==> config.mk <==
export PLATFORM = sky130hd
export DESIGN_NAME = flash_suspend_resume_wel_ctrl
export DESIGN_NICKNAME = d
export VERILOG_FILES = /design/src/shared/flash_cmd_pkg.sv /design/src/rtl/flash_suspend_resume_wel_ctrl.sv
export SDC_FILE = /design/constraint.sdc
export NUM_CORES = 1
export LEC_CHECK = 0
export BUFFER_PORTS_ARGS = -buffer_cell sky130_fd_sc_hd__buf_2
export CAP_MARGIN = 10
export CORE_MARGIN = 5
export CORE_UTILIZATION = 45
export CTS_CLUSTER_DIAMETER = 60
export DETAILED_ROUTE_END_ITERATION = 8
export MAX_ROUTING_LAYER = met4
export PLACE_DENSITY = 0.61
export SLEW_MARGIN = 40
export SYNTH_ARGS = -nofsm -noshare
export SYNTH_HDL_FRONTEND = slang
export SYNTH_SLANG_ARGS = --single-unit
==> constraint.sdc <==
create_clock -name clock_i -period 2.8 [get_ports clock_i]
set_input_delay 0.14 -clock clock_i [delete_from_list [all_inputs] [get_ports clock_i]]
set_output_delay 0.14 -clock clock_i [all_outputs]
set_load 0.02 [all_outputs]
==> src/shared/flash_cmd_pkg.sv <==
// flash_cmd_pkg: opcodes, command classes, latencies and reset values
// for the suspend/resume and write-enable command logic.
// assumes a 50 MHz core clock that samples the serial link pins.
package flash_cmd_pkg;

   // core clock rate and derived latencies (longest times round down)
   localparam int CLOCK_KHZ           = 50000;
   localparam int RESUME_LATENCY_NS   = 40000;
   localparam int SUSPEND_LATENCY_NS  = 20000;
   localparam int RESUME_CYCLES       = RESUME_LATENCY_NS * CLOCK_KHZ / 1000000;
   localparam int SUSPEND_CYCLES      = SUSPEND_LATENCY_NS * CLOCK_KHZ / 1000000;
   localparam int LAT_W               = 12;

   // opcodes
   localparam logic [7:0] OP_RESUME      = 8'hd0;
   localparam logic [7:0] OP_SUSPEND     = 8'hb0;
   localparam logic [7:0] OP_WRITE_EN    = 8'h06;
   localparam logic [7:0] OP_WRITE_DIS   = 8'h04;
   localparam logic [7:0] OP_CHIP_ERASE0 = 8'h60;
   localparam logic [7:0] OP_CHIP_ERASE1 = 8'hc7;
   localparam logic [7:0] OP_PROTECT     = 8'h36;
   localparam logic [7:0] OP_UNPROTECT   = 8'h39;
   localparam logic [7:0] OP_PROGRAM     = 8'h02;
   localparam logic [7:0] OP_ERASE_4K    = 8'h20;
   localparam logic [7:0] OP_ERASE_32K   = 8'h52;
   localparam logic [7:0] OP_ERASE_64K   = 8'hd8;
   localparam logic [7:0] OP_LOCKDOWN    = 8'h33;
   localparam logic [7:0] OP_FREEZE_LOCK = 8'h34;
   localparam logic [7:0] OP_OTP_PROGRAM = 8'h9b;
   localparam logic [7:0] OP_WRITE_STAT  = 8'h01;
   localparam logic [7:0] OP_WRITE_CFG   = 8'h3f;
   localparam logic [7:0] OP_POWER_DOWN  = 8'hb9;
   localparam logic [7:0] OP_WAKE        = 8'hab;
   localparam logic [7:0] OP_SOFT_RESET  = 8'hf0;

   // sector field of the 24-bit address and least frame lengths in bytes
   localparam int         SECTOR_MSB     = 23;
   localparam int         SECTOR_LSB     = 16;
   localparam logic [2:0] ADDR_BYTES_MIN = 3'h4;
   localparam logic [2:0] PROG_BYTES_MIN = 3'h5;

   // values after reset
   localparam logic WEL_RST  = 1'b0;
   localparam logic PS_RST   = 1'b0;
   localparam logic ES_RST   = 1'b0;
   localparam logic BUSY_RST = 1'b0;

   typedef enum logic [1:0] {
      ST_IDLE       = 2'b00,
      ST_RUN        = 2'b01,
      ST_SUSPENDING = 2'b10,
      ST_RESUMING   = 2'b11
   } op_state_t;

   typedef enum logic [3:0] {
      CL_OTHER   = 4'h0,
      CL_WREN    = 4'h1,
      CL_WRDI    = 4'h2,
      CL_SUSPEND = 4'h3,
      CL_RESUME  = 4'h4,
      CL_PROGRAM = 4'h5,
      CL_ERASE   = 4'h6,
      CL_CHIP    = 4'h7,
      CL_GUARDED = 4'h8,
      CL_BANNED  = 4'h9,
      CL_RESET   = 4'ha
   } cmd_class_t;

   // map an opcode onto its handling class; reads fall into CL_OTHER
   function automatic cmd_class_t cmd_class(input logic [7:0] op);
      cmd_class_t c;
      c = CL_OTHER;
      if (op == OP_WRITE_EN) c = CL_WREN;
      else if (op == OP_WRITE_DIS) c = CL_WRDI;
      else if (op == OP_SUSPEND) c = CL_SUSPEND;
      else if (op == OP_RESUME) c = CL_RESUME;
      else if (op == OP_PROGRAM) c = CL_PROGRAM;
      else if (op == OP_ERASE_4K || op == OP_ERASE_32K ||
               op == OP_ERASE_64K) c = CL_ERASE;
      else if (op == OP_CHIP_ERASE0 || op == OP_CHIP_ERASE1) c = CL_CHIP;
      else if (op == OP_PROTECT || op == OP_UNPROTECT ||
               op == OP_LOCKDOWN || op == OP_FREEZE_LOCK ||
               op == OP_OTP_PROGRAM || op == OP_WRITE_STAT ||
               op == OP_WRITE_CFG) c = CL_GUARDED;
      else if (op == OP_POWER_DOWN || op == OP_WAKE) c = CL_BANNED;
      else if (op == OP_SOFT_RESET) c = CL_RESET;
      return c;
   endfunction

endpackage

==> src/rtl/flash_suspend_resume_wel_ctrl.sv <==
// flash_suspend_resume_wel_ctrl: opcode gating during suspend, resume
// and suspend sequencing, and the write enable latch of a serial flash.
// assumes the link pins arrive asynchronously at well under 1/4 of the
// core clock rate, and an array core that times program and erase.
//
// Operation
// - reset during erase suspend abandons that erase
// - reset during program suspend abandons that program
// - disallowed opcode while suspended does nothing
// - ignored opcode leaves latch and lock bits alone
// - reads, resume, reset, id allowed while suspended
// - erase, protect, lock, writes, power-down refused in either suspend
// - program, suspend, wren, wrdi refused in program suspend
// - resume is lone opcode; trailing bytes ignored
// - resume works whatever the latch holds
// - resume on release: clear flag, go busy
// - resume only on whole-byte release
// - both suspended: program resumes before erase
// - suspend ignored while resume is in progress
// - write enable opcode sets latch on release
// - short or ragged write enable leaves latch alone
// - modifying commands need the latch set
// - suspend opcode: flag set, ready, no latch needed
// - reads in a suspended sector return undefined
// - program into erase-suspended sector aborts, latch clears
`timescale 1ns/10ps
module flash_suspend_resume_wel_ctrl
   import flash_cmd_pkg::*;
#(
   parameter int RESUME_CYC  = RESUME_CYCLES,
   parameter int SUSPEND_CYC = SUSPEND_CYCLES
) (
   input  wire logic        clock_i,                  // core clock
   input  wire logic        srst_i,                   // sync reset, high
   input  wire logic        spi_cs_n_i,               // chip select pin
   input  wire logic        spi_sck_i,                // serial clock pin
   input  wire logic        spi_mosi_i,               // serial data in
   input  wire logic        op_done_i,                // array op finished
   input  wire logic [7:0]  read_sector_i,            // sector being read
   output logic             write_enable_latch_o,     // latch state
   output logic             program_suspended_flag_o, // program parked
   output logic             erase_suspended_flag_o,   // erase parked
   output logic             ready_busy_flag_o,        // 1 = busy
   output logic             core_run_o,               // array may work
   output logic             core_erase_o,             // running op kind
   output logic             exec_o,                   // command pulse
   output logic [7:0]       exec_opcode_o,            // its opcode
   output logic [23:0]      exec_addr_o,              // its address
   output logic             program_abandon_o,        // drop parked prog
   output logic             erase_abandon_o,          // drop parked erase
   output logic             read_undefined_o          // read data invalid
);

   ////////////////////////////////////////////////////////////////////
   // state

   typedef struct packed {
      logic [1:0]  cs_sync;
      logic [1:0]  sck_sync;
      logic [1:0]  mosi_sync;
      logic        cs_prev;
      logic        sck_prev;
      logic [6:0]  shift;
      logic [2:0]  bit_cnt;
      logic [2:0]  byte_cnt;
      logic [7:0]  opcode;
      logic [23:0] addr;
      logic        wel;
      logic        ps;
      logic        es;
      logic        busy;
      op_state_t   op_state;
      logic        op_is_erase;
      logic [7:0]  active_sector;
      logic [7:0]  prog_sector;
      logic [7:0]  erase_sector;
      logic [LAT_W-1:0] lat_cnt;
      logic        exec;
      logic [7:0]  exec_op;
      logic [23:0] exec_addr;
      logic        prog_abandon;
      logic        erase_abandon;
      logic        read_undef;
   } ctrl_state_t;

   ctrl_state_t st;
   ctrl_state_t next_st;

   logic       sck_rise;
   logic       frame_end;
   logic [7:0] byte_in;
   logic       whole_bytes;
   logic       suspended;
   logic       refused;
   cmd_class_t cls;

   ////////////////////////////////////////////////////////////////////
   // link decode helpers, all on second-stage synchronised pins

   assign sck_rise  = st.sck_sync[1] & ~st.sck_prev;
   assign frame_end = st.cs_sync[1] & ~st.cs_prev;
   assign byte_in   = {st.shift, st.mosi_sync[1]};
   // at least one full byte and released on a byte boundary
   assign whole_bytes = (st.byte_cnt != 3'h0) && (st.bit_cnt == 3'h0);
   assign suspended   = st.ps | st.es;
   assign cls         = cmd_class(st.opcode);

   // refusal table for the suspend states
   always_comb begin
      refused = 1'b0;
      if (suspended) begin
         if (cls == CL_ERASE || cls == CL_CHIP || cls == CL_GUARDED ||
             cls == CL_BANNED) begin
            refused = 1'b1;
         end
      end
      if (st.ps) begin
         if (cls == CL_PROGRAM || cls == CL_SUSPEND || cls == CL_WREN ||
             cls == CL_WRDI) begin
            refused = 1'b1;
         end
      end
   end

   ////////////////////////////////////////////////////////////////////
   // next state

   always_comb begin
      next_st = st;

      // two-stage synchronisers; first stage feeds only the second
      next_st.cs_sync   = {st.cs_sync[0], spi_cs_n_i};
      next_st.sck_sync  = {st.sck_sync[0], spi_sck_i};
      next_st.mosi_sync = {st.mosi_sync[0], spi_mosi_i};
      next_st.cs_prev   = st.cs_sync[1];
      next_st.sck_prev  = st.sck_sync[1];

      // pulses last one cycle
      next_st.exec          = 1'b0;
      next_st.prog_abandon  = 1'b0;
      next_st.erase_abandon = 1'b0;

      // bit gathering while selected; byte count saturates at 7
      if (st.cs_sync[1]) begin
         next_st.bit_cnt  = 3'h0;
         next_st.byte_cnt = 3'h0;
      end else if (sck_rise) begin
         next_st.shift   = byte_in[6:0];
         next_st.bit_cnt = st.bit_cnt + 3'h1;
         if (st.bit_cnt == 3'h7) begin
            if (st.byte_cnt == 3'h0) begin
               next_st.opcode = byte_in;
            end else if (st.byte_cnt < ADDR_BYTES_MIN) begin
               next_st.addr = {st.addr[15:0], byte_in};
            end
            if (st.byte_cnt != 3'h7) begin
               next_st.byte_cnt = st.byte_cnt + 3'h1;
            end
         end
      end

      // suspend and resume latency sequencing
      case (st.op_state)
         ST_RUN: begin
            if (op_done_i) begin
               next_st.op_state = ST_IDLE;
               next_st.busy     = 1'b0;
               next_st.wel      = 1'b0;
            end
         end
         ST_SUSPENDING: begin
            if (st.lat_cnt == '0) begin
               next_st.op_state = ST_IDLE;
               next_st.busy     = 1'b0;
               if (st.op_is_erase) begin
                  next_st.es           = 1'b1;
                  next_st.erase_sector = st.active_sector;
               end else begin
                  next_st.ps          = 1'b1;
                  next_st.prog_sector = st.active_sector;
               end
            end else begin
               next_st.lat_cnt = st.lat_cnt - 1'b1;
            end
         end
         ST_RESUMING: begin
            if (st.lat_cnt == '0) begin
               next_st.op_state = ST_RUN;
            end else begin
               next_st.lat_cnt = st.lat_cnt - 1'b1;
            end
         end
         default: begin
         end
      endcase

      // command execution on chip select release; trailing bytes of
      // single-opcode commands are never looked at
      if (frame_end && whole_bytes) begin
         if (refused) begin
            // nothing: latch and lock bits stay as they were
            next_st.exec = 1'b0;
         end else begin
            case (cls)
               CL_WREN: begin
                  next_st.wel = 1'b1;
               end
               CL_WRDI: begin
                  next_st.wel = 1'b0;
               end
               CL_RESUME: begin
                  // latch not consulted
                  if (st.op_state == ST_IDLE && st.ps) begin
                     next_st.ps            = 1'b0;
                     next_st.op_is_erase   = 1'b0;
                     next_st.active_sector = st.prog_sector;
                     next_st.busy          = 1'b1;
                     next_st.op_state      = ST_RESUMING;
                     next_st.lat_cnt       = LAT_W'(RESUME_CYC - 1);
                  end else if (st.op_state == ST_IDLE && st.es) begin
                     next_st.es            = 1'b0;
                     next_st.op_is_erase   = 1'b1;
                     next_st.active_sector = st.erase_sector;
                     next_st.busy          = 1'b1;
                     next_st.op_state      = ST_RESUMING;
                     next_st.lat_cnt       = LAT_W'(RESUME_CYC - 1);
                  end
               end
               CL_SUSPEND: begin
                  // only a running op; resuming ops ignore it
                  if (st.op_state == ST_RUN) begin
                     next_st.op_state = ST_SUSPENDING;
                     next_st.lat_cnt  = LAT_W'(SUSPEND_CYC - 1);
                  end
               end
               CL_RESET: begin
                  // parked work is dropped; the array core marks it
                  if (st.es) begin
                     next_st.erase_abandon = 1'b1;
                     next_st.es            = 1'b0;
                  end
                  if (st.ps) begin
                     next_st.prog_abandon = 1'b1;
                     next_st.ps           = 1'b0;
                  end
                  next_st.exec      = 1'b1;
                  next_st.exec_op   = st.opcode;
                  next_st.exec_addr = st.addr;
               end
               CL_PROGRAM, CL_ERASE, CL_CHIP: begin
                  if (!st.wel) begin
                     next_st.wel = 1'b0;
                  end else if (st.op_state != ST_IDLE) begin
                     next_st.wel = 1'b0;
                  end else if ((cls == CL_PROGRAM &&
                                st.byte_cnt < PROG_BYTES_MIN) ||
                               (cls == CL_ERASE &&
                                st.byte_cnt < ADDR_BYTES_MIN)) begin
                     next_st.wel = 1'b0;
                  end else if (cls == CL_PROGRAM && st.es &&
                               st.addr[SECTOR_MSB:SECTOR_LSB] ==
                               st.erase_sector) begin
                     next_st.wel = 1'b0;
                  end else begin
                     next_st.exec          = 1'b1;
                     next_st.exec_op       = st.opcode;
                     next_st.exec_addr     = st.addr;
                     next_st.busy          = 1'b1;
                     next_st.op_state      = ST_RUN;
                     next_st.op_is_erase   = (cls != CL_PROGRAM);
                     next_st.active_sector =
                        st.addr[SECTOR_MSB:SECTOR_LSB];
                  end
               end
               CL_GUARDED: begin
                  // executed only with the latch set; latch drops after
                  if (st.wel && st.op_state == ST_IDLE) begin
                     next_st.exec      = 1'b1;
                     next_st.exec_op   = st.opcode;
                     next_st.exec_addr = st.addr;
                  end
                  next_st.wel = 1'b0;
               end
               default: begin
                  // reads, id and other allowed commands pass on
                  next_st.exec      = 1'b1;
                  next_st.exec_op   = st.opcode;
                  next_st.exec_addr = st.addr;
               end
            endcase
         end
      end
      // a ragged or empty frame changes nothing

      // read data from a parked sector is flagged invalid
      next_st.read_undef = (st.ps && read_sector_i == st.prog_sector) ||
                           (st.es && read_sector_i == st.erase_sector);
      // registered one cycle so the flag follows read_sector_i

      if (srst_i) begin
         next_st           = '0;
         next_st.cs_sync   = 2'b11;
         next_st.cs_prev   = 1'b1;
         next_st.wel       = WEL_RST;
         next_st.ps        = PS_RST;
         next_st.es        = ES_RST;
         next_st.busy      = BUSY_RST;
         next_st.op_state  = ST_IDLE;
      end
   end

   ////////////////////////////////////////////////////////////////////
   // state register

   always_ff @(posedge clock_i) begin
      st <= next_st;
   end

   ////////////////////////////////////////////////////////////////////
   // outputs, each straight from a state flop

   assign write_enable_latch_o     = st.wel;
   assign program_suspended_flag_o = st.ps;
   assign erase_suspended_flag_o   = st.es;
   assign ready_busy_flag_o        = st.busy;
   assign exec_o                   = st.exec;
   assign exec_opcode_o            = st.exec_op;
   assign exec_addr_o              = st.exec_addr;
   assign program_abandon_o        = st.prog_abandon;
   assign erase_abandon_o          = st.erase_abandon;
   assign read_undefined_o         = st.read_undef;

   // array works in run and while the suspend latency runs out
   logic core_run;
   always_ff @(posedge clock_i) begin
      if (srst_i) begin
         core_run <= 1'b0;
      end else begin
         core_run <= (next_st.op_state == ST_RUN) ||
                     (next_st.op_state == ST_SUSPENDING);
      end
   end
   assign core_run_o   = core_run;
   assign core_erase_o = st.op_is_erase;

endmodule

# Word level (Yosys, flattened, before mapping)
# Cells that the tools add are included.
classes:
  addsub: 3
  n_lt_le_gt_ge: 2
  n_eq_ne: 47
  muxes: 72
  n_bitwise: 12
  n_reduce_logical: 52
op_table:
  columns: ["op", "count"]
  rows:
  - ["$mux 33", 5]
  - ["$mux 12", 11]
  - ["$pmux 33 s3", 1]
  - ["$mux 75", 1]
  - ["$eq 8x8->1 const B", 8]
  - ["$eq 8x6->1 const B", 6]
  - ["$mux 47", 1]
  - ["$mux 4", 10]
  - ["$mux 34", 1]
  - ["$mux 16", 2]
  - ["$mux 15", 2]
  - ["$eq 8x8->1", 3]
  - ["$pmux 12 s2", 1]
  - ["$logic_or 1x1->1", 19]
  - ["$mux 1", 19]
  - ["$pmux 9 s2", 1]
  - ["$eq 4x3->1 const B", 4]
  - ["$eq 8x3->1 const B", 2]
  - ["$eq 8x7->1 const B", 2]
  - ["$mux 8", 2]
  - ["$reduce_and 8->1", 2]
  - ["$mux 13", 1]
  - ["$eq 4x4->1 const B", 3]
  - ["$logic_not 12->1", 1]
  - ["36 further kinds", 80]
word_totals:
  regBits: 133

# Depth between registers and ports, before layout
# Gate-level depths: netlist (run 1).
logic_depth:
  ltp_word: 28
  mapped_depth: 12

# Least setup slack after synthesis (run 1)
# OpenSTA, ideal clock, no wires.
synth_path:
  path_kind: "flip-flop to flip-flop"
  from: "register st[103] (netlist bit)"
  to: "register st[71] (netlist bit)"
  setup_ns: 0.142
  arrival_time_ns: 2.188
  required_time_ns: 2.658
  setup_slack_ns: 0.470
  path_stages_with_launch: 12
  n_path_buf: 3
  period_less_slack_ns: 2.330
  path_cell_list: "dfxtp_1 buf_2 or4_1 a21oi_1 a211oi_2 and3_1 a21o_2 o211a_1 buf_4 buf_6 nor2_1 a211oi_2"
synth_via:
  elab_chain_len: 25
  elab_cells_between_ends: 74
synth_lines:
  columns: ["element", "line_no", "text"]
  rows:
  - ["start: declaration", "flash_suspend_resume_wel_ctrl.sv:86", "ctrl_state_t st;"]
  - ["start signal: assignment", "flash_suspend_resume_wel_ctrl.sv:316", "st <= next_st;"]
  - ["$eq 8x6->1", "flash_cmd_pkg.sv:81", "else if (op == OP_PROTECT || op == OP_UNPROTECT ||"]
  - ["$logic_or 1x1->1 (2 in a row)", "flash_cmd_pkg.sv:81", null]
  - ["$logic_or 1x1->1 (2 in a row)", "flash_cmd_pkg.sv:82", "op == OP_LOCKDOWN || op == OP_FREEZE_LOCK ||"]
  - ["$logic_or 1x1->1 (2 in a row)", "flash_cmd_pkg.sv:83", "op == OP_OTP_PROGRAM || op == OP_WRITE_STAT ||"]
  - ["$mux 4", "flash_cmd_pkg.sv:81", null]
  - ["$mux 4", "flash_cmd_pkg.sv:80", "else if (op == OP_CHIP_ERASE0 || op == OP_CHIP_ERASE1) c = CL_CHIP;"]
  - ["$mux 4", "flash_cmd_pkg.sv:78", "else if (op == OP_ERASE_4K || op == OP_ERASE_32K ||"]
  - ["$mux 4", "flash_cmd_pkg.sv:77", "else if (op == OP_PROGRAM) c = CL_PROGRAM;"]
  - ["(+4 left out)", null, null]
  - ["$eq 4x3->1 (on tied branches)", "flash_suspend_resume_wel_ctrl.sv:112, flash_suspend_resume_wel_ctrl.sv:204, flash_suspend_resume_wel_ctrl.sv:257", null]
  - ["$logic_or 1x1->1 (3 in a row)", "flash_suspend_resume_wel_ctrl.sv:112", "if (cls == CL_ERASE || cls == CL_CHIP || cls == CL_GUARDED ||"]
  - ["$mux 1", "flash_suspend_resume_wel_ctrl.sv:112", null]
  - ["$mux 1", "flash_suspend_resume_wel_ctrl.sv:111", "if (suspended) begin"]
  - ["$mux 1", "flash_suspend_resume_wel_ctrl.sv:118", "if (cls == CL_PROGRAM || cls == CL_SUSPEND || cls == CL_WREN ||"]
  - ["$mux 1", "flash_suspend_resume_wel_ctrl.sv:117", "if (st.ps) begin"]
  - ["$not 1->1 (no source line)", null, null]
  - ["$reduce_and 8->1 (no source line)", null, null]
# Every way passes the cells marked *; elsewhere a longest branch is shown, timed or not.
# A chain may end at the register's enable or synchronous reset.

# Worst setup path after layout (run 1)
layout_path:
  from: "register st[106] (netlist bit)"
  to: "register st[66] (netlist bit)"
# The elaborated chain is that of the path after synthesis.

==> results of run 1 <==
-- registers in the layout (all words and copies together) (netlist names) --
signal / cells
core_run_o: 1
erase_abandon_o: 1
byte_in: 8
ready_busy_flag_o: 1
program_abandon_o: 1
st: 83
exec_opcode_o: 8
core_erase_o: 1
exec_addr_o: 24
exec_o: 1
erase_suspended_flag_o: 1
program_suspended_flag_o: 1
read_undefined_o: 1
write_enable_latch_o: 1
-- Yosys cell counts (2+ instances only) --
library cell / n
a211oi_2: 10
xnor2_1: 14
clkbuf_1: 30
nor4bb_1: 2
nand4b_1: 3
nand2b_1: 7
o211a_1: 2
or3_1: 3
inv_1: 16
a22oi_1: 2
nor2_1: 113
dfxtp_1: 133
a31oi_1: 2
o21ba_1: 2
nor3_1: 17
and3_1: 8
buf_4: 34
a21oi_1: 60
or2_2: 4
xor2_1: 24
nand4_1: 10
nor4_1: 5
ha_1: 12
o32ai_1: 2
a21o_1: 3
nand3_1: 14
buf_2: 9
mux2i_1: 64
buf_6: 4
nand2_1: 73
nor2b_1: 13
nand3_2: 2
o21ai_0: 16
and4_1: 3
and3b_1: 2
o21ai_1: 3
-- final timing paths --
| check | to | slack (ns) | depth (start not counted) |
|---|---|---|---|
| setup / recovery | st[66]$_SDFFE_PP0P_ | 0.19 | 9 |
| setup reg to reg | st[66]$_SDFFE_PP0P_ | 0.19 | 9 |
| hold reg to reg | st[131]$_SDFF_PP1_ | 0.41 | 1 |
| hold / removal | read_undefined_o$_SDFF_PP0_ | 0.1 | 4 |
-- stage by stage --
| step | power (mW) | cell area [µm²] | TNS (ns) | setup WS, ns |
|---|---|---|---|---|
| after floorplan | 1.983 | 6523 | 0 | 0.4703 |
| after global placement | 2.004 | 6800 | 0 | 0.1617 |
| after detailed placement | 2.006 | 6804 | 0 | 0.1381 |
| after CTS | 4.077 | 7383 | 0 | 0.1055 |
| after global routing | 4.162 | 7397 | -0.001257 | -0.001257 |
| final | 4.035 | 7397 | 0 | 0.1870 |
-- routing by layer --
layer | up-vias | share of wire [%] | global-route usage (%) | wire length (µm)
li1 | 2601 | - | - | -
met1 | 2499 | 49 | 26.21 | 7524
met2 | 125 | 45 | 28.58 | 6913
met3 | 29 | 4.4 | 3.659 | 671
met4 | 0 | 1.9 | 7.139 | 295
met5 | - | 0 | - | 0
-- final cells by class --
cell class | count | area [µm²]
Fill cell | 1355 | 6972
Multi-Input combinational cell | 528 | 3351
Sequential cell | 133 | 2668
Timing Repair Buffer | 85 | 539.3
Clock buffer | 19 | 452.9
Tap cell | 184 | 230.2
Clock inverter | 12 | 96.34
Inverter | 16 | 60.06
-- kinds of logic (layout without fill, tap and decap cells) --
group / count (synthesis) / count (layout) / share of synthesized area, %
AOI/OAI and AO/OA: 119 / 119 / 12.22
and+or+nand+nor: 295 / 295 / 21.79
buffers and inverters: 93 / 132 / 7.942
muxes: 64 / 64 / 9.822
adders and majority gates: 12 / 12 / 2.302
DFF: 133 / 133 / 40.82
xor gates and xnor gates: 38 / 38 / 5.103
-- layout by cell type, fill, tap and decap left out, types with 12 or more instances in the layout --
| cell type | n |
|---|---|
| inv_1 | 16 |
| buf_4 | 25 |
| nand3_1 | 14 |
| mux2i_1 | 64 |
| buf_2 | 54 |
| nor2b_1 | 13 |
| a21oi_1 | 60 |
| nor2_1 | 112 |
| xor2_1 | 24 |
| nor3_1 | 17 |
| clkbuf_16 | 17 |
| ha_1 | 12 |
| xnor2_1 | 14 |
| o21ai_0 | 16 |
| nand2_1 | 73 |
| dfxtp_1 | 129 |
-- timing repair --
action | 4_1_cts | 5_1_grt
setup endpoints to repair | 0 | 41
gates resized for setup | 0 | 6
endpoints found under the hold margin | 3 | 0
buffers inserted | 0 | 0
hold buffers | 3 | 0
-- critical path: cells and delay by family (launching register included) --
family / cells / cell delay (ns)
flip-flops: 1 / 0.48
buffers and inverters: 1 / 0.18
AND/OR/NAND/NOR: 4 / 1.06
AO/OA/AOI/OAI: 4 / 0.81
-- power groups by stage --
stage          logic [mW]  registers (mW)  clock network, mW
5_1_grt            0.0746            1.90               2.19
6_report           0.0672            1.90               2.07
3_5_place_dp       0.0650            1.94                  0
2_1_floorplan      0.0425            1.94                  0
4_1_cts            0.0683            1.90               2.11
3_3_place_gp       0.0630            1.94                  0
==> results.sh, run 1 <==
export IMPL_cts_buffers_inserted=17
export IMPL_fp_dieW_um=130.4
export IMPL_wl_per_cell_um=15.77
export IMPL_syn_nets=780
export IMPL_wl_mm=15.40
export IMPL_worstSetupStartpoint="st[106]$_SDFFE_PP0P_"
export IMPL_comb_power_share_pct=1.7
export IMPL_grt_pass1_vias=4997
export IMPL_gr_total_overflow=0
export IMPL_syn_to_final_growth_pct=13.41
export IMPL_grtUsageTotal_pct=19.25
export IMPL_holdCritStartpoint="read_sector_i[1]"
export IMPL_cp_data_required_time_ns=3.14
export IMPL_drv_cap=0
export IMPL_drtIter0Drc=351
export IMPL_grt_pass1_wl_mm=25.25
export IMPL_whs_ns=0.09623
export IMPL_worstPathMaxFanout=18
export IMPL_synth_area_leaders="dfxtp_1, mux2i_1, nor2_1"
export IMPL_internal_power_mw=3.105
export IMPL_cts_clk_slew_worst_paths_ns=0.06
export IMPL_synth_top_area_share_pct=40.82
export IMPL_finalSetupViolations=0
export IMPL_firstDrtPassIters=7
export IMPL_synthCells=754
export IMPL_layout_min_cycle_time_ns=2.613
export IMPL_place_hpwl_mm=10.85
export IMPL_yosysWarnings=0
export IMPL_core_um2=14370
export IMPL_postRouteAntennaNets=0
export IMPL_power_leakage_nw=3.328
export IMPL_ys_flop_type="dfxtp_1"
export IMPL_rows=44
export IMPL_clock_fmax_mhz=382.7
export IMPL_seq_area_frac_synth_pct=40.82
export IMPL_fin_util_pct=51.48
export IMPL_crit_path_start_kind="register"
export IMPL_clk_latency_ns=0.42
export IMPL_grt_max_degree=95
export IMPL_io_buffers=55
export IMPL_initial_core_util_pct=45.39
export IMPL_relSlewSlack_pct=53.75
export IMPL_cts_sinks=133
export IMPL_yosys_register_bits=133
export IMPL_crit_chain="or4_1, a21oi_1, a211oi_2, and2_4, nor2_4, o211a_1, buf_12, nor2_1, a211oi_2"
export IMPL_placed_cells=943
export IMPL_num_antenna_cells=0
export IMPL_cpPeakStageDelay_ns=0.52
export IMPL_viasPerCell=5.378
export IMPL_floorplan_die_area_um2=17000
export IMPL_r2r_start="st[106]$_SDFFE_PP0P_"
export IMPL_clkPwrFrac_pct=51.3
export IMPL_cts_max_level=4
export IMPL_irDropWorstVdd_v=0.0003619
export IMPL_slew_viol_final=0
export IMPL_hold_viol=0
export IMPL_ios=56
export IMPL_dieHeight_um=130.4
export IMPL_synth_edf_count=0
export IMPL_period_share_pct=93.32
export IMPL_status="complete, no violations"
export IMPL_antenna_found_initial=0
export IMPL_switching_share_pct=23.04
export IMPL_p_seq_share_pct=47.1
export IMPL_gp_congestion=0.9080
export IMPL_drc_errors=0
export IMPL_async_flop_share_pct=0
export IMPL_fin_cells=977
export IMPL_end_kind="register"
export IMPL_synth_area_um2=6523
export IMPL_layout_drive_gt1_share_pct=18.03
export IMPL_skew_ns=0.009984
export IMPL_powerDensity_nw_per_um2=545.5
export IMPL_criticalPathCategory="register to register"
export IMPL_hp_class="input port to register"
export IMPL_root_buffer="clkbuf_16"
export IMPL_fin_nets=807
export IMPL_cp_slowest_cell="or4_1"
export IMPL_switchingPower_mw=0.9296
export IMPL_cp_common_cell="a211oi_2"
export IMPL_clk_path_buf_depth=2
export IMPL_tritoncts="built"
export IMPL_vias=5254
export IMPL_crit_arrival_ns=2.95
export IMPL_synth_top_area_cell="dfxtp_1"
export IMPL_tightest_slew_ns=0.6938
export IMPL_synth_avg_cell_area_um2=8.651
export IMPL_ys_types=69
No activity file was read; power rests on OpenSTA's default activity.
==> run 2, diff against run 1 <==
--- a/config.mk
+++ b/config.mk
@@ -7,12 +7,14 @@
 export LEC_CHECK = 0
 export BUFFER_PORTS_ARGS = -buffer_cell sky130_fd_sc_hd__buf_2
 export CAP_MARGIN = 10
+export CELL_PAD_IN_SITES_DETAIL_PLACEMENT = 1
+export CELL_PAD_IN_SITES_GLOBAL_PLACEMENT = 1
 export CORE_MARGIN = 5
 export CORE_UTILIZATION = 45
 export CTS_CLUSTER_DIAMETER = 60
 export DETAILED_ROUTE_END_ITERATION = 8
 export MAX_ROUTING_LAYER = met4
-export PLACE_DENSITY = 0.61
+export PLACE_DENSITY = 0.77
 export SLEW_MARGIN = 40
 export SYNTH_ARGS = -nofsm -noshare
 export SYNTH_HDL_FRONTEND = slang
==> run 2 against run 1 <==
Compared with the run above: sequential share of layout area decreased by 0.072 points; sequential power about the same; sequential cell count unchanged; clock skew decreased by 0.0012 ns; routed wire length increased by 8.0%; final cell count increased by 0.31%; clock power decreased by 3%; non-clock buffer count increased by 3; critical path type unchanged; die area unchanged; largest power group unchanged.
==> results.sh, run 2 (same netlist as run 1, synthesis figures left out) <==
export IMPL_status="complete, no violations"
export IMPL_crit_arrival_ns=2.88
export IMPL_largest_register_ffs=83
export IMPL_wl_mm=16.64
export IMPL_criticalPathCategory="register to register"
export IMPL_viasPerCell=5.413
export IMPL_final_cell_mix="dfxtp_1, nor2_1, nand2_1, mux2i_1, a21oi_1"
export IMPL_floorplan_die_area_um2=17000
export IMPL_postRouteAntennaNets=0
export IMPL_firstDrtPassIters=5
export IMPL_syn_to_final_growth_pct=13.58
export IMPL_drtIter0Drc=314
export IMPL_skew_ns=0.008764
export IMPL_worstPathMaxFanout=32
export IMPL_tightest_slew_ns=0.5548
export IMPL_clk_path_buf_depth=2
export IMPL_period_share_pct=92.13
export IMPL_regMostFlops="st"
export IMPL_ios=56
export IMPL_irDropWorstVdd_v=0.0004061
export IMPL_power_leakage_nw=3.354
export IMPL_crit_path_start_kind="register"
export IMPL_whs_ns=0.07843
export IMPL_fin_nets=810
export IMPL_antenna_found_initial=0
export IMPL_min_to="read_undefined_o$_SDFF_PP0_"
export IMPL_cts_setup_buffers=0
export IMPL_grt_max_degree=102
export IMPL_clk_latency_ns=0.42
export IMPL_dieHeight_um=130.4
export IMPL_hold_viol=0
export IMPL_layout_commonest_cell="dfxtp_1"
export IMPL_wl_per_cell_um=16.98
export IMPL_vias=5305
export IMPL_io_buffers=55
export IMPL_hp_class="input port to register"
export IMPL_tritoncts="built"
export IMPL_clock_fmax_mhz=387.7
export IMPL_cts_sinks=133
export IMPL_layout_drive_gt1_share_pct=18.22
export IMPL_grt_pass1_vias=5465
export IMPL_grtUsageTotal_pct=21.20
export IMPL_rsz0062_at_grt="false"
export IMPL_drc_errors=0
export IMPL_core_um2=14370
export IMPL_fp_dieW_um=130.4
export IMPL_relSlewSlack_pct=62.90
export IMPL_powerDensity_nw_per_um2=536.3
export IMPL_r2r_slack_ns=0.22
export IMPL_cp_data_required_time_ns=3.10
export IMPL_min_path_cells=4
export IMPL_worstReg2RegEnd="exec_addr_o[16]$_SDFFE_PP0P_"
export IMPL_initial_core_util_pct=45.39
export IMPL_place_hpwl_mm=11.99
export IMPL_rows=44
export IMPL_slew_viol_final=0
export IMPL_finalSetupViolations=0
export IMPL_cts_buffers_inserted=17
export IMPL_grt_pass1_wl_mm=27.62
export IMPL_worstSetupStartpoint="st[108]$_SDFFE_PP0P_"
export IMPL_num_antenna_cells=0
export IMPL_cts_clk_slew_worst_paths_ns=0.06
export IMPL_reg2reg_depth=10
export IMPL_end_kind="register"
export IMPL_drv_cap=0
export IMPL_layout_min_cycle_time_ns=2.580
export IMPL_gp_congestion=0.9129
export IMPL_fin_util_pct=51.56
export IMPL_r2r_start="st[108]$_SDFFE_PP0P_"
export IMPL_gr_total_overflow=0
export IMPL_holdCritStartpoint="read_sector_i[1]"
export IMPL_setup_tns_ns=0
export IMPL_root_buffer="clkbuf_16"
export IMPL_cts_max_level=4
[run 2: cell types whose count changed in the layout (fill, tap and decap cells not counted)]
cell	before	now
buf_4	25	28
clkinv_4	3	4
dfxtp_1	129	130
buf_12	2	3
clkinvlp_4	4	1
dfxtp_2	4	3
buf_6	1	0
inv_6	4	3
clkbuf_8	2	0
inv_8	0	1
clkinv_2	1	5
[run 2: what timing repair did]
item,4_1_cts,5_1_grt
setup endpoints to repair,0,29
gates resized for setup,0,5
hold endpoints to repair,3,0
hold buffers,3,0
[run 2: where the power goes]
part	internal, mW	total [mW]	leakage [nW]	switching [mW]
sequential	1.90	1.90	1.07	0.00184
clock	1.13	2.00	0.265	0.872
combinational	0.0245	0.0691	2.01	0.0446
[run 2: worst max path at each step]
stage,endpoint,slack (ns),cells past startpoint
3_5_place_dp,exec_addr_o[16]$_SDFFE_PP0P_,0.09,9
4_1_cts,exec_addr_o[16]$_SDFFE_PP0P_,0.08,9
3_3_place_gp,exec_addr_o[3]$_SDFFE_PP0P_,0.20,9
5_1_grt,exec_addr_o[16]$_SDFFE_PP0P_,0.09,9
2_1_floorplan,st[71]$_SDFFE_PP0P_,0.47,11
6_report,exec_addr_o[16]$_SDFFE_PP0P_,0.22,10
[run 2: final cells by class]
class / count / area, µm²
Fill cell: 1695 / 6960
Multi-Input combinational cell: 528 / 3351
Sequential cell: 133 / 2666
Timing Repair Buffer: 88 / 570.5
Clock buffer: 17 / 425.4
Tap cell: 184 / 230.2
Clock inverter: 14 / 105.1
Inverter: 16 / 60.06
[run 2: layer usage]
metal | part of all wire, % | wire length (µm) | global-route usage, % | vias up
met4 | 1.8 | 297 | 6.413 | 0
met3 | 3.0 | 502 | 4.837 | 23
met2 | 49 | 8110 | 34.52 | 81
li1 | - | - | - | 2619
met5 | 0 | 0 | - | -
met1 | 46 | 7732 | 26.39 | 2582
[run 2: worst max-delay path: stages, from the launching register on]
cell and delay (ns):
dfxtp_2 0.39, buf_4 0.18, nor4_4 0.29, nand3_2 0.12, o41a_1 0.46, nand3_2 0.14, nor2_4 0.07, o211ai_4 0.20
buf_12 0.27, mux2i_1 0.27, nor2_1 0.06
[run 2: through the flow]
step | cells | power (mW) | setup slack, ns | instance area, µm²
6_report | 980 | 3.973 | 0.2204 | 7408
5_1_grt | 980 | 4.124 | 0.08680 | 7408
4_1_cts | 980 | 4.026 | 0.07986 | 7396
3_5_place_dp | 946 | 2.008 | 0.09387 | 6835
3_3_place_gp | 946 | 2.005 | 0.2040 | 6835
2_1_floorplan | 754 | 1.983 | 0.4703 | 6523
==> run 3, diff against run 2 <==
==> constraint.sdc (replaced) <==
create_clock -name clock_i -period 3 [get_ports clock_i]
set_input_delay 0.15 -clock clock_i [delete_from_list [all_inputs] [get_ports clock_i]]
set_output_delay 0.15 -clock clock_i [all_outputs]
set_load 0.02 [all_outputs]
==> run 3 against run 2 <==
Compared with the run above: fmax is 7.2% lower; largest power group unchanged; worst setup slack worse by 0.00054 ns; global-route usage is 1.1 points higher; die area stayed put; clock skew is 0.0012 ns higher; critical path depth is 1 lower; combinational power is 5.2% lower; utilization is 0.11 points lower; first-iteration DRC count is 20% lower; total power is 0.33% higher; sequential power is 7% lower.
==> results.sh, run 3 (same netlist as run 1, synthesis figures left out) <==
export IMPL_viasPerCell=5.497
export IMPL_fp_dieW_um=130.4
export IMPL_grtUsageTotal_pct=22.34
export IMPL_io_buffers=55
export IMPL_grt_pass1_vias=5707
export IMPL_grt_pass1_wl_mm=29.09
export IMPL_end_kind="register"
export IMPL_drv_cap=0
export IMPL_floorplan_die_area_um2=17000
export IMPL_cts_clk_slew_worst_paths_ns=0.06
export IMPL_initial_core_util_pct=45.39
export IMPL_skew_ns=0.01000
export IMPL_clock_fmax_mhz=359.7
export IMPL_wl_mm=17.25
export IMPL_placed_cells=935
export IMPL_slew_viol_final=0
export IMPL_antenna_found_initial=0
export IMPL_dieHeight_um=130.4
export IMPL_rsz0062_at_grt="false"
export IMPL_drc_errors=0
export IMPL_num_antenna_cells=0
export IMPL_clk_path_buf_depth=2
export IMPL_met3_usage_pct=4.797
export IMPL_worstPathMaxFanout=32
export IMPL_use_met1_pct=27.04
export IMPL_core_um2=14370
export IMPL_postLayoutSetupSlackWorst_ns=0.2199
export IMPL_place_hpwl_mm=12.01
export IMPL_cts_setup_buffers=0
export IMPL_rows=44
export IMPL_layout_commonest_cell="dfxtp_1"
export IMPL_power_leakage_nw=3.317
export IMPL_worstSetupStartpoint="st[104]$_SDFFE_PP0P_"
export IMPL_clk_latency_ns=0.43
export IMPL_power_mw=3.986
export IMPL_layout_drive_gt1_share_pct=16.54
export IMPL_powerDensity_nw_per_um2=539.3
export IMPL_syn_to_final_growth_pct=13.33
export IMPL_wl_per_cell_um=17.79
export IMPL_holdCritStartpoint="read_sector_i[1]"
export IMPL_final_cell_mix="dfxtp_1, nor2_1, nand2_1, mux2i_1, a21oi_1"
export IMPL_cp_data_required_time_ns=3.31
export IMPL_whs_ns=0.08910
export IMPL_layout_min_cycle_time_ns=2.780
export IMPL_hold_viol=0
export IMPL_regMostFlops="st"
export IMPL_multi_input_area_um2=3342
export IMPL_cts_buffers_inserted=17
export IMPL_relSlewSlack_pct=63.54
export IMPL_gr_total_overflow=0
export IMPL_cts_max_level=4
export IMPL_vias=5332
export IMPL_tritoncts="built"
export IMPL_use_met2_pct=37.24
export IMPL_fin_area_um2=7392
export IMPL_root_buffer="clkbuf_16"
export IMPL_drtIter0Drc=251
export IMPL_irDropWorstVdd_v=0.0003580
export IMPL_fin_cells=970
export IMPL_gp_congestion=0.9032
export IMPL_grt_max_degree=95
export IMPL_cts_sinks=133
export IMPL_largest_register_ffs=83
export IMPL_busiest_layer="met2"
export IMPL_dp_slack_ns=0.1889
export IMPL_ios=56
export IMPL_fillers=1715
export IMPL_hp_class="input port to register"
export IMPL_fin_nets=799
export IMPL_firstDrtPassIters=4
export IMPL_place_area_um2=6753
export IMPL_tightest_slew_ns=0.5453
export IMPL_crit_path_start_kind="register"
export IMPL_criticalPathCategory="register to register"
export IMPL_fin_util_pct=51.45
export IMPL_finalSetupViolations=0
export IMPL_period_share_pct=92.67
export IMPL_regArea_um2=2665
export IMPL_r2r_start="st[104]$_SDFFE_PP0P_"
export IMPL_postRouteAntennaNets=0
export IMPL_crit_arrival_ns=3.09
export IMPL_status="complete, no violations"
export IMPL_setup_tns_ns=0
run 3: cell types whose count changed in the layout (fill, tap and decap cells not counted), moves of 2 or more:
cell       before  now
buf_4          28   17
clkinv_2        5    1
bufinv_16       0    3
clkbuf_1        0    2
run 3: worst max-delay path, cell delays in order (launching register included):
cell and delay (ns):
dfxtp_1 0.62, nor2b_1 0.33, nand3_2 0.19, o41a_1 0.49, nand3_2 0.13, nor2_4 0.10, o211ai_4 0.21, buf_12 0.27
mux2i_1 0.24, nor2_1 0.06
run 3: final cells by class:
cell class	count	area share, %
clock inverters	13	2.353
flip-flops and latches	133	36.05
inverters	16	0.8125
well taps	184	3.114
clock buffers	19	5.856
repair buffers	77	6.601
multi-input cells	528	45.21
run 3: worst paths after layout:
kind,to,slack [ns],depth (start not counted)
worst max register to register,exec_addr_o[9]$_SDFFE_PP0P_,0.22,9
worst max-delay path,exec_addr_o[9]$_SDFFE_PP0P_,0.22,9
worst min register to register,st[131]$_SDFF_PP1_,0.43,1
worst min-delay path,read_undefined_o$_SDFF_PP0_,0.09,4
run 3: what timing repair did:
item	4_1_cts	5_1_grt
gates resized for setup	0	2
hold endpoints to repair	3	0
hold buffers	3	0
endpoints found under the setup margin	0	3
run 3: report_power, final:
part / internal (mW) / leakage [nW] / switching, mW / total (mW)
clock network: 1.32 / 0.290 / 0.830 / 2.15
logic: 0.0228 / 1.95 / 0.0427 / 0.0655
registers: 1.77 / 1.07 / 0.00177 / 1.77
total: 3.11 / 3.32 / 0.874 / 3.99
run 3: routing by layer:
| layer | vias up | wire length [µm] |
|---|---|---|
| met5 | - | 0 |
| met4 | 0 | 362 |
| met3 | 35 | 479 |
| met2 | 92 | 8669 |
| met1 | 2612 | 7740 |
| li1 | 2593 | - |
